### src/design/acrs_defs.svh
`ifndef ACRS_DEFS_SVH
`define ACRS_DEFS_SVH
`define ACRS_OFF_SEL      32'h0000_0000
`define ACRS_OFF_CTRL     32'h0000_0004
`define ACRS_OFF_ACTIVE   32'h0000_0008
`define ACRS_OFF_STATUS   32'h0000_000c
`define ACRS_OFF_MASK     32'h0000_0010
`define ACRS_OFF_DECODE   32'h0000_0014
`define ACRS_CH_LSB       0
`define ACRS_CH_MSB       5
`define ACRS_REF_LSB      8
`define ACRS_REF_MSB      10
`define ACRS_CTRL_START   0
`define ACRS_CTRL_AUTO    1
`define ACRS_CTRL_EN      2
`define ACRS_ST_DONE      0
`define ACRS_ST_START     1
`define ACRS_SE_LAST      6'h0a
`define ACRS_DIFF_FIRST   6'h0b
`define ACRS_DIFF_LAST    6'h1d
`define ACRS_CODE_BANDGAP 6'h1e
`define ACRS_CODE_GROUND  6'h1f
`define ACRS_CONV_CYCLES  8'd13
`define ACRS_CONV_TAIL    8'd3
`endif

### src/design/acrs_pkg.sv
package acrs_pkg;
    typedef enum logic [2:0] {
        ACRS_IDLE = 3'b001,
        ACRS_CONV = 3'b010,
        ACRS_LAST = 3'b100
    } acrs_state_t;
    typedef enum logic [2:0] {
        ACRS_SRC_NONE   = 3'h0,
        ACRS_SRC_SINGLE = 3'h1,
        ACRS_SRC_DIFF   = 3'h2,
        ACRS_SRC_BANDGP = 3'h3,
        ACRS_SRC_GROUND = 3'h4
    } acrs_src_t;
endpackage

### src/design/acrs_decode.sv
`timescale 1ns/1ps
`include "acrs_defs.svh"
module acrs_decode
    import acrs_pkg::*;
(
    input  wire logic [5:0] code,
    output acrs_src_t       source,
    output logic      [3:0] pos_input,
    output logic      [3:0] neg_input,
    output logic            gain_high,
    output logic            offset_path
);
    always_comb begin
        source      = ACRS_SRC_NONE;
        pos_input   = 4'h0;
        neg_input   = 4'h0;
        gain_high   = 1'b0;
        if (code <= `ACRS_SE_LAST) begin
            source    = ACRS_SRC_SINGLE;
            pos_input = code[3:0];
        end else if (code <= `ACRS_DIFF_LAST) begin
            source = ACRS_SRC_DIFF;
            case (code)
                6'h0b: begin pos_input = 4'h0; neg_input = 4'h1; gain_high = 1'b1; end
                6'h0c: begin pos_input = 4'h0; neg_input = 4'h1; end
                6'h0d: begin pos_input = 4'h1; neg_input = 4'h1; gain_high = 1'b1; end
                6'h0e: begin pos_input = 4'h2; neg_input = 4'h1; gain_high = 1'b1; end
                6'h0f: begin pos_input = 4'h2; neg_input = 4'h1; end
                6'h10: begin pos_input = 4'h2; neg_input = 4'h3; end
                6'h11: begin pos_input = 4'h3; neg_input = 4'h3; gain_high = 1'b1; end
                6'h12: begin pos_input = 4'h4; neg_input = 4'h3; gain_high = 1'b1; end
                6'h13: begin pos_input = 4'h4; neg_input = 4'h3; end
                6'h14: begin pos_input = 4'h4; neg_input = 4'h5; gain_high = 1'b1; end
                6'h15: begin pos_input = 4'h4; neg_input = 4'h5; end
                6'h16: begin pos_input = 4'h5; neg_input = 4'h5; gain_high = 1'b1; end
                6'h17: begin pos_input = 4'h6; neg_input = 4'h5; gain_high = 1'b1; end
                6'h18: begin pos_input = 4'h6; neg_input = 4'h5; end
                6'h19: begin pos_input = 4'h8; neg_input = 4'h9; gain_high = 1'b1; end
                6'h1a: begin pos_input = 4'h8; neg_input = 4'h9; end
                6'h1b: begin pos_input = 4'h9; neg_input = 4'h9; gain_high = 1'b1; end
                6'h1c: begin pos_input = 4'ha; neg_input = 4'h9; gain_high = 1'b1; end
                default: begin pos_input = 4'ha; neg_input = 4'h9; end
            endcase
        end else if (code == `ACRS_CODE_BANDGAP) begin
            source = ACRS_SRC_BANDGP;
        end else if (code == `ACRS_CODE_GROUND) begin
            source = ACRS_SRC_GROUND;
        end
    end

    // Same pin on both sides at high gain gives an offset reading
    assign offset_path = (source == ACRS_SRC_DIFF) && gain_high && (pos_input == neg_input);
endmodule

### src/design/acrs_top.sv
`timescale 1ns/1ps
`include "acrs_defs.svh"
// Operation
// Software fields sit in a buffer, copied to active selection at safe points.
// While idle, active selection tracks the buffer every cycle.
// Active selection frozen from conversion start.
// Tracking resumes in the last cycle, when the done flag sets.
// Conversion starts on the clock edge after the start bit write.
// Software waits one cycle after start before changing the selection.
// A trigger may start conversion anytime; it uses the active selection then. The code starts one only from idle; edges mid-conversion are lost.
// Software times selection updates carefully under auto-triggering.
// Codes 0 to 10 select single-ended inputs 0 to 10.
// Codes 11 to 29 select fixed differential pairs at 20x or 1x.
// Same-input differential pairs at 20x form an offset path.
// Code 30 selects the 1.1V reference, code 31 ground.
// Buffer writes during a frozen selection are kept and applied later.
module acrs_top
    import acrs_pkg::*;
#(
    parameter logic [7:0] CONV_CYCLES = `ACRS_CONV_CYCLES
) (
    input  wire logic        hclk,
    input  wire logic        hresetn,
    input  wire logic        hsel,
    input  wire logic [31:0] haddr,
    input  wire logic [1:0]  htrans,
    input  wire logic        hwrite,
    input  wire logic [2:0]  hsize,
    input  wire logic [31:0] hwdata,
    input  wire logic        hready,
    output logic      [31:0] hrdata,
    output logic             hreadyout,
    output logic             hresp,
    input  wire logic        trigger_in,
    output logic      [5:0]  active_channel,
    output logic      [2:0]  active_reference,
    output acrs_src_t        active_source,
    output logic      [3:0]  active_pos_input,
    output logic      [3:0]  active_neg_input,
    output logic             active_gain_high,
    output logic             active_offset_path,
    output logic             converting,
    output logic             irq
);
    // ==========================================================
    // Bus slave
    logic        wr_pend;
    logic        rd_pend;
    logic [31:0] addr_q;
    logic [5:0]  channel_select_code;
    logic [2:0]  reference_select_code;
    logic        auto_trigger_enable;
    logic        converter_enable;
    logic [1:0]  status;
    logic [1:0]  mask;
    logic        start_req;
    logic        trig_s1;
    logic        trig_s2;
    logic        trig_q;
    acrs_state_t state;
    logic [7:0]  cycle_cnt;
    logic        done_pulse;
    logic        start_pulse;
    logic        wr_sel;
    logic        wr_ctrl;
    logic        wr_status;
    logic        wr_mask;
    acrs_src_t   dec_source;
    logic [3:0]  dec_pos;
    logic [3:0]  dec_neg;
    logic        dec_gain;
    logic        dec_offset;

    wire addr_phase = hsel && hready && htrans[1];

    always_ff @(posedge hclk or negedge hresetn) begin
        if (!hresetn) begin
            wr_pend <= 1'b0;
            rd_pend <= 1'b0;
            addr_q  <= 32'h0000_0000;
        end else if (hready) begin
            wr_pend <= addr_phase && hwrite;
            rd_pend <= addr_phase && !hwrite;
            if (addr_phase) begin
                addr_q <= {haddr[31:2], 2'b00};
            end
        end
    end

    assign hreadyout = 1'b1;
    assign hresp     = 1'b0;
    assign wr_sel    = wr_pend && (addr_q == `ACRS_OFF_SEL);
    assign wr_ctrl   = wr_pend && (addr_q == `ACRS_OFF_CTRL);
    assign wr_status = wr_pend && (addr_q == `ACRS_OFF_STATUS);
    assign wr_mask   = wr_pend && (addr_q == `ACRS_OFF_MASK);

    // Buffer is always writable; copies out only at safe points
    always_ff @(posedge hclk or negedge hresetn) begin
        if (!hresetn) begin
            channel_select_code   <= 6'h00;
            reference_select_code <= 3'h0;
        end else if (wr_sel) begin
            channel_select_code   <= hwdata[`ACRS_CH_MSB:`ACRS_CH_LSB];
            reference_select_code <= hwdata[`ACRS_REF_MSB:`ACRS_REF_LSB];
        end
    end

    always_ff @(posedge hclk or negedge hresetn) begin
        if (!hresetn) begin
            auto_trigger_enable <= 1'b0;
            converter_enable    <= 1'b0;
            mask                <= 2'h0;
        end else begin
            if (wr_ctrl) begin
                auto_trigger_enable <= hwdata[`ACRS_CTRL_AUTO];
                converter_enable    <= hwdata[`ACRS_CTRL_EN];
            end
            if (wr_mask) begin
                mask <= hwdata[`ACRS_ST_START:`ACRS_ST_DONE];
            end
        end
    end

    // Start bit stays set until the conversion is taken up
    always_ff @(posedge hclk or negedge hresetn) begin
        if (!hresetn) begin
            start_req <= 1'b0;
        end else if (wr_ctrl && hwdata[`ACRS_CTRL_START] && hwdata[`ACRS_CTRL_EN]) begin
            start_req <= 1'b1;
        end else if (start_pulse) begin
            start_req <= 1'b0;
        end
    end

    // ==========================================================
    // Trigger input, off-domain
    always_ff @(posedge hclk or negedge hresetn) begin
        if (!hresetn) begin
            trig_s1 <= 1'b0;
            trig_s2 <= 1'b0;
            trig_q  <= 1'b0;
        end else begin
            trig_s1 <= trigger_in;
            trig_s2 <= trig_s1;
            trig_q  <= trig_s2;
        end
    end

    // ==========================================================
    // Conversion sequencer
    wire trig_edge = trig_s2 && !trig_q && auto_trigger_enable && converter_enable;
    assign start_pulse = (state == ACRS_IDLE) && (start_req || trig_edge);
    assign done_pulse  = (state == ACRS_LAST);
    assign converting  = (state != ACRS_IDLE);

    always_ff @(posedge hclk or negedge hresetn) begin
        if (!hresetn) begin
            state     <= ACRS_IDLE;
            cycle_cnt <= 8'h00;
        end else begin
            case (state)
                ACRS_IDLE: begin
                    if (start_pulse) begin
                        state     <= ACRS_CONV;
                        cycle_cnt <= 8'h00;
                    end
                end
                ACRS_CONV: begin
                    cycle_cnt <= cycle_cnt + 8'h01;
                    // Tail covers the start edge and the final reload cycle
                    if (cycle_cnt >= CONV_CYCLES - `ACRS_CONV_TAIL) begin
                        state <= ACRS_LAST;
                    end
                end
                ACRS_LAST: begin
                    state <= ACRS_IDLE;
                end
                default: begin
                    state <= ACRS_IDLE;
                end
            endcase
        end
    end

    // ==========================================================
    // Active selection
    // Frozen during conversion so sampling sees a steady input; buffer keeps
    // any newer write and it lands once tracking resumes
    always_ff @(posedge hclk or negedge hresetn) begin
        if (!hresetn) begin
            active_channel   <= 6'h00;
            active_reference <= 3'h0;
        end else if (state != ACRS_CONV) begin
            active_channel   <= channel_select_code;
            active_reference <= reference_select_code;
        end
    end

    acrs_decode u_decode (
        .code        (active_channel),
        .source      (dec_source),
        .pos_input   (dec_pos),
        .neg_input   (dec_neg),
        .gain_high   (dec_gain),
        .offset_path (dec_offset)
    );

    always_ff @(posedge hclk or negedge hresetn) begin
        if (!hresetn) begin
            active_source      <= ACRS_SRC_NONE;
            active_pos_input   <= 4'h0;
            active_neg_input   <= 4'h0;
            active_gain_high   <= 1'b0;
            active_offset_path <= 1'b0;
        end else begin
            active_source      <= dec_source;
            active_pos_input   <= dec_pos;
            active_neg_input   <= dec_neg;
            active_gain_high   <= dec_gain;
            active_offset_path <= dec_offset;
        end
    end

    // ==========================================================
    // Interrupt status: set wins over write-one-to-clear
    always_ff @(posedge hclk or negedge hresetn) begin
        if (!hresetn) begin
            status <= 2'h0;
        end else begin
            status[`ACRS_ST_DONE]  <= done_pulse ||
                (status[`ACRS_ST_DONE] && !(wr_status && hwdata[`ACRS_ST_DONE]));
            status[`ACRS_ST_START] <= start_pulse ||
                (status[`ACRS_ST_START] && !(wr_status && hwdata[`ACRS_ST_START]));
        end
    end

    assign irq = |(status & mask);

    // ==========================================================
    // Read data
    always_ff @(posedge hclk or negedge hresetn) begin
        if (!hresetn) begin
            hrdata <= 32'h0000_0000;
        end else if (addr_phase && !hwrite) begin
            case ({haddr[31:2], 2'b00})
                `ACRS_OFF_SEL:    hrdata <= {21'h0, reference_select_code, 2'h0,
                                             channel_select_code};
                `ACRS_OFF_CTRL:   hrdata <= {29'h0, converter_enable, auto_trigger_enable,
                                             start_req};
                `ACRS_OFF_ACTIVE: hrdata <= {21'h0, active_reference, 2'h0, active_channel};
                `ACRS_OFF_STATUS: hrdata <= {29'h0, converting, status};
                `ACRS_OFF_MASK:   hrdata <= {30'h0, mask};
                `ACRS_OFF_DECODE: hrdata <= {16'h0, 3'h0, active_offset_path, active_gain_high,
                                             active_source, active_neg_input, active_pos_input};
                default:          hrdata <= 32'h0000_0000;
            endcase
        end
    end
endmodule

### config.mk
export PLATFORM = sky130hd
export DESIGN_NAME = acrs_top
export DESIGN_NICKNAME = d
export VERILOG_FILES = /design/src/design/acrs_pkg.sv /design/src/design/acrs_decode.sv /design/src/design/acrs_top.sv
export VERILOG_INCLUDE_DIRS = /design/src /design/src/design
export SDC_FILE = /design/constraint.sdc
export NUM_CORES = 1
export LEC_CHECK = 0
export BUFFER_PORTS_ARGS = -buffer_cell sky130_fd_sc_hd__clkbuf_2
export CAP_MARGIN = 20
export CORE_MARGIN = 2
export CORE_UTILIZATION = 30
export CTS_BUF_LIST = sky130_fd_sc_hd__clkbuf_8
export CTS_CLUSTER_SIZE = 12
export DETAILED_ROUTE_END_ITERATION = 16
export GPL_TIMING_DRIVEN = 0
export HOLD_SLACK_MARGIN = 0.06
export PLACE_DENSITY = 0.56
export RECOVER_POWER = 25
export SLEW_MARGIN = 10
export SYNTH_ARGS = -nofsm -noshare
export SYNTH_HDL_FRONTEND = slang
export SYNTH_SLANG_ARGS = --single-unit
### constraint.sdc
create_clock -name hclk -period 2.1 [get_ports hclk]
set_input_delay 0.42 -clock hclk [delete_from_list [all_inputs] [get_ports hclk]]
set_output_delay 0.42 -clock hclk [all_outputs]
set_load 0.1 [all_outputs]
==> results.toml <==
[run_status]
status = "completed"

[critical_path]
startpoint_type = "register"
crit_fanout = 4
arrival_ns = 1.57
slowest_delay_ns = 0.56
crit_path_end_kind = "primary output"
crit_chain = "nor3b_2 -> inv_1 -> clkbuf_4"
crit_type = "reg -> out"
cp.required_ns = 1.68
cp_slowest_cell = "dfstp_2"

[clock_network]
cts_buffer_depth = 2
htreeDepth = 3
tritoncts = "yes"
path_clk_slew_ns = 0.10
clkLatencyLatePin_ns = 0.37
cts.sinks = 96
cts_buffers = 9
clockRootBuffer = "clkbuf_8"

[power]
p_leak_nw = 2.526
power.total_mw = 4.047
ir_worst_vdd_uv = 261.7
p_per_area_nw_per_um2 = 748.5

[global_route]
grt_pass1_vias = 3282
gr-usage-all-layers_pct = 13.52
antenna_found_initial = 0
grt_max_degree = 97
overflow = 0
grt_pass1_wl_mm = 16.92

[yosys]
avgSynthCellArea_um2 = 10.94
synthFlopType = "dfrtp_1"
synth_top_area_cell = "dfrtp_1"
syn_area_um2 = 4430
ys_seq_area_share_pct = 54.25
yosys.area.top_type_share_pct = 53.66
synth-warning-count = 0
async_reset_ff_share_pct = 100.0
yosys_register_bits = 96
synth_area_leaders = "dfrtp_1 (54%), mux2_2 (14%), nand2_1 (4.5%)"
synth_edf_count = 0
syn_inst = 405
synth.distinct_cells = 48

[route]
vias_per_cell = 4.774
first_pass_iters = 4
ant_nets = 0
vias = 3380
drt_wl_total_mm = 10.71
wl_per_cell_um = 15.13
drtIter0Drc = 268
drc = 0

[timing]
min_period_ns = 1.986
rsz0062_at_grt = "no"
setup_viol = 0
worstMarginPinSlew_ns = 1.302
clock_skew_ns = 0.01130
fmax_mhz = 503.6
slew_headroom_pct = 13.23
final_hold_viol_count = 0
slew_violations = 0
tns_ns = 0
holdWs_ns = 0.1456
period_share_pct = 94.56

[place]
place_congestion = 0.8157
dp_hpwl_mm = 7.929
numPortBuffers = 80

[die]
initial_core_util_pct = 30.60
row_count = 44
io_pins = 133
die_h_um = 125.5
die_w_um = 125.5
dieArea_um2 = 15760
core_area_um2 = 14480

[job]
maxCapViolCount = 0

[final_layout]
layout-drive-gt1-share_pct = 35.11
final_common_cell = "dfrtp_1"
antennaDiodeCount = 0
fillCellCount = 1417
syn_to_final_growth_pct = 22.03
fin_nets = 596
mostFrequentLayoutCells = "dfrtp_1 (95), clkbuf_2 (78), mux2_2 (54)"

[hold_path]
hold_class = "in -> reg"
## sequential cells by signal (all words and copies together), names as in the netlist
register,count
state,3
cycle_cnt,8
trig_s1,1
active_gain_high,1
converter_enable,1
reference_select_code,3
active_source,3
active_offset_path,1
active_neg_input,4
addr_q,30
active_pos_input,4
trig_q,1
channel_select_code,6
active_channel,6
active_reference,3
trig_s2,1
wr_pend,1
status,2
start_req,1
mask,2
hrdata,13
auto_trigger_enable,1
## routing by layer
| metal | wire (µm) | up-vias | global-route usage, % | share of wire (%) |
|---|---|---|---|---|
| met4 | 140 | 0 | 3.987 | 1.3 |
| met1 | 5009 | 1632 | 18.19 | 47 |
| li1 | - | 1637 | - | - |
| met5 | 0 | - | 0 | 0 |
| met3 | 613 | 13 | 3.808 | 5.7 |
| met2 | 4948 | 98 | 21.34 | 46 |
## repair_timing
item,in CTS,in global routing
pin swaps,3,1
hold buffers,0,0
endpoints found under the setup margin,14,13
gates resized for setup,5,0
gates cloned,0,0
buffers inserted,3,1
## cell type report
class	count	area (µm²)	area share [%]
plain buffers	40	229.0	4.235
clock buffers	9	123.9	2.291
clock inverters	7	78.83	1.458
inverters	9	33.78	0.6249
multi-input cells	279	1859	34.39
flip-flops and latches	96	2404	44.46
well taps	184	230.2	4.258
repair buffers	84	447.9	8.285
## stage by stage
stage | instance area, µm² | util [%] | cells | setup slack, ns
3_3_place_gp | 5132 | 35.45 | 688 | -0.6624
6_report | 5406 | 37.34 | 708 | 0.1142
5_1_grt | 5406 | 37.34 | 708 | 0.001903
3_5_place_dp | 5141 | 35.51 | 688 | -0.2878
4_1_cts | 5405 | 37.33 | 707 | 0.002276
2_1_floorplan | 4502 | - | 424 | 0.1547
## synthesized netlist by cell type, types with 3 or more instances
library cell,count
dfrtp_1,95
mux2_2,54
nand2_1,53
o21ai_0,26
buf_4,21
clkbuf_1,15
nor2_1,15
nor4_1,15
a21oi_1,12
inv_1,9
nand3_1,8
nor3_1,7
a22oi_1,6
nand2b_1,6
a31oi_1,4
buf_1,4
a221oi_1,3
mux2i_1,3
nand4_1,3
o31ai_1,3
## critical path: cells and delay by family, from the launching register on
kind | cells | cell delay (ns)
simple gates | 1 | 0.25
buf+inv | 2 | 0.39
flops | 1 | 0.56
## path summary, 6_finish.rpt
check                                  startpoint                                 end  slack (ns)  depth (start not counted)
hold reg to reg                 trig_s1$_DFF_PN0_                   trig_s2$_DFF_PN0_        0.37                          0
hold / removal                         trigger_in                   trig_s1$_DFF_PN0_        0.15                          1
min in group asynchronous                 hresetn               hrdata[7]$_DFFE_PN0P_        0.36                          1
setup / recovery             state[0]$_DFFE_PN1P_                          converting        0.11                          3
max in group asynchronous                 hresetn  channel_select_code[4]$_DFFE_PN0P_        0.93                          1
setup reg to reg           addr_q[22]$_DFFE_PN0P_  channel_select_code[5]$_DFFE_PN0P_        0.15                          6
## where the power goes
group	total [mW]	leakage (nW)	internal, mW	switching (mW)
registers	2.08	1.25	1.99	0.0914
clock network	1.26	0.0982	0.565	0.691
logic	0.712	1.18	0.215	0.497
total	4.05	2.53	2.77	1.28
## cell families (layout without fill, tap and decap cells)
family | count (synthesis) | after routing | share of synthesized area (%)
compound gates | 72 | 72 | 10.17
xor+xnor | 2 | 2 | 0.3954
fa+ha+maj | 2 | 2 | 0.5647
buf+inv | 49 | 149 | 5.930
flops | 96 | 96 | 54.25
mux | 57 | 57 | 14.40
other cells | 2 | 21 | 0.1695
simple gates | 125 | 125 | 14.12
No activity file was read; power rests on OpenSTA's default activity.
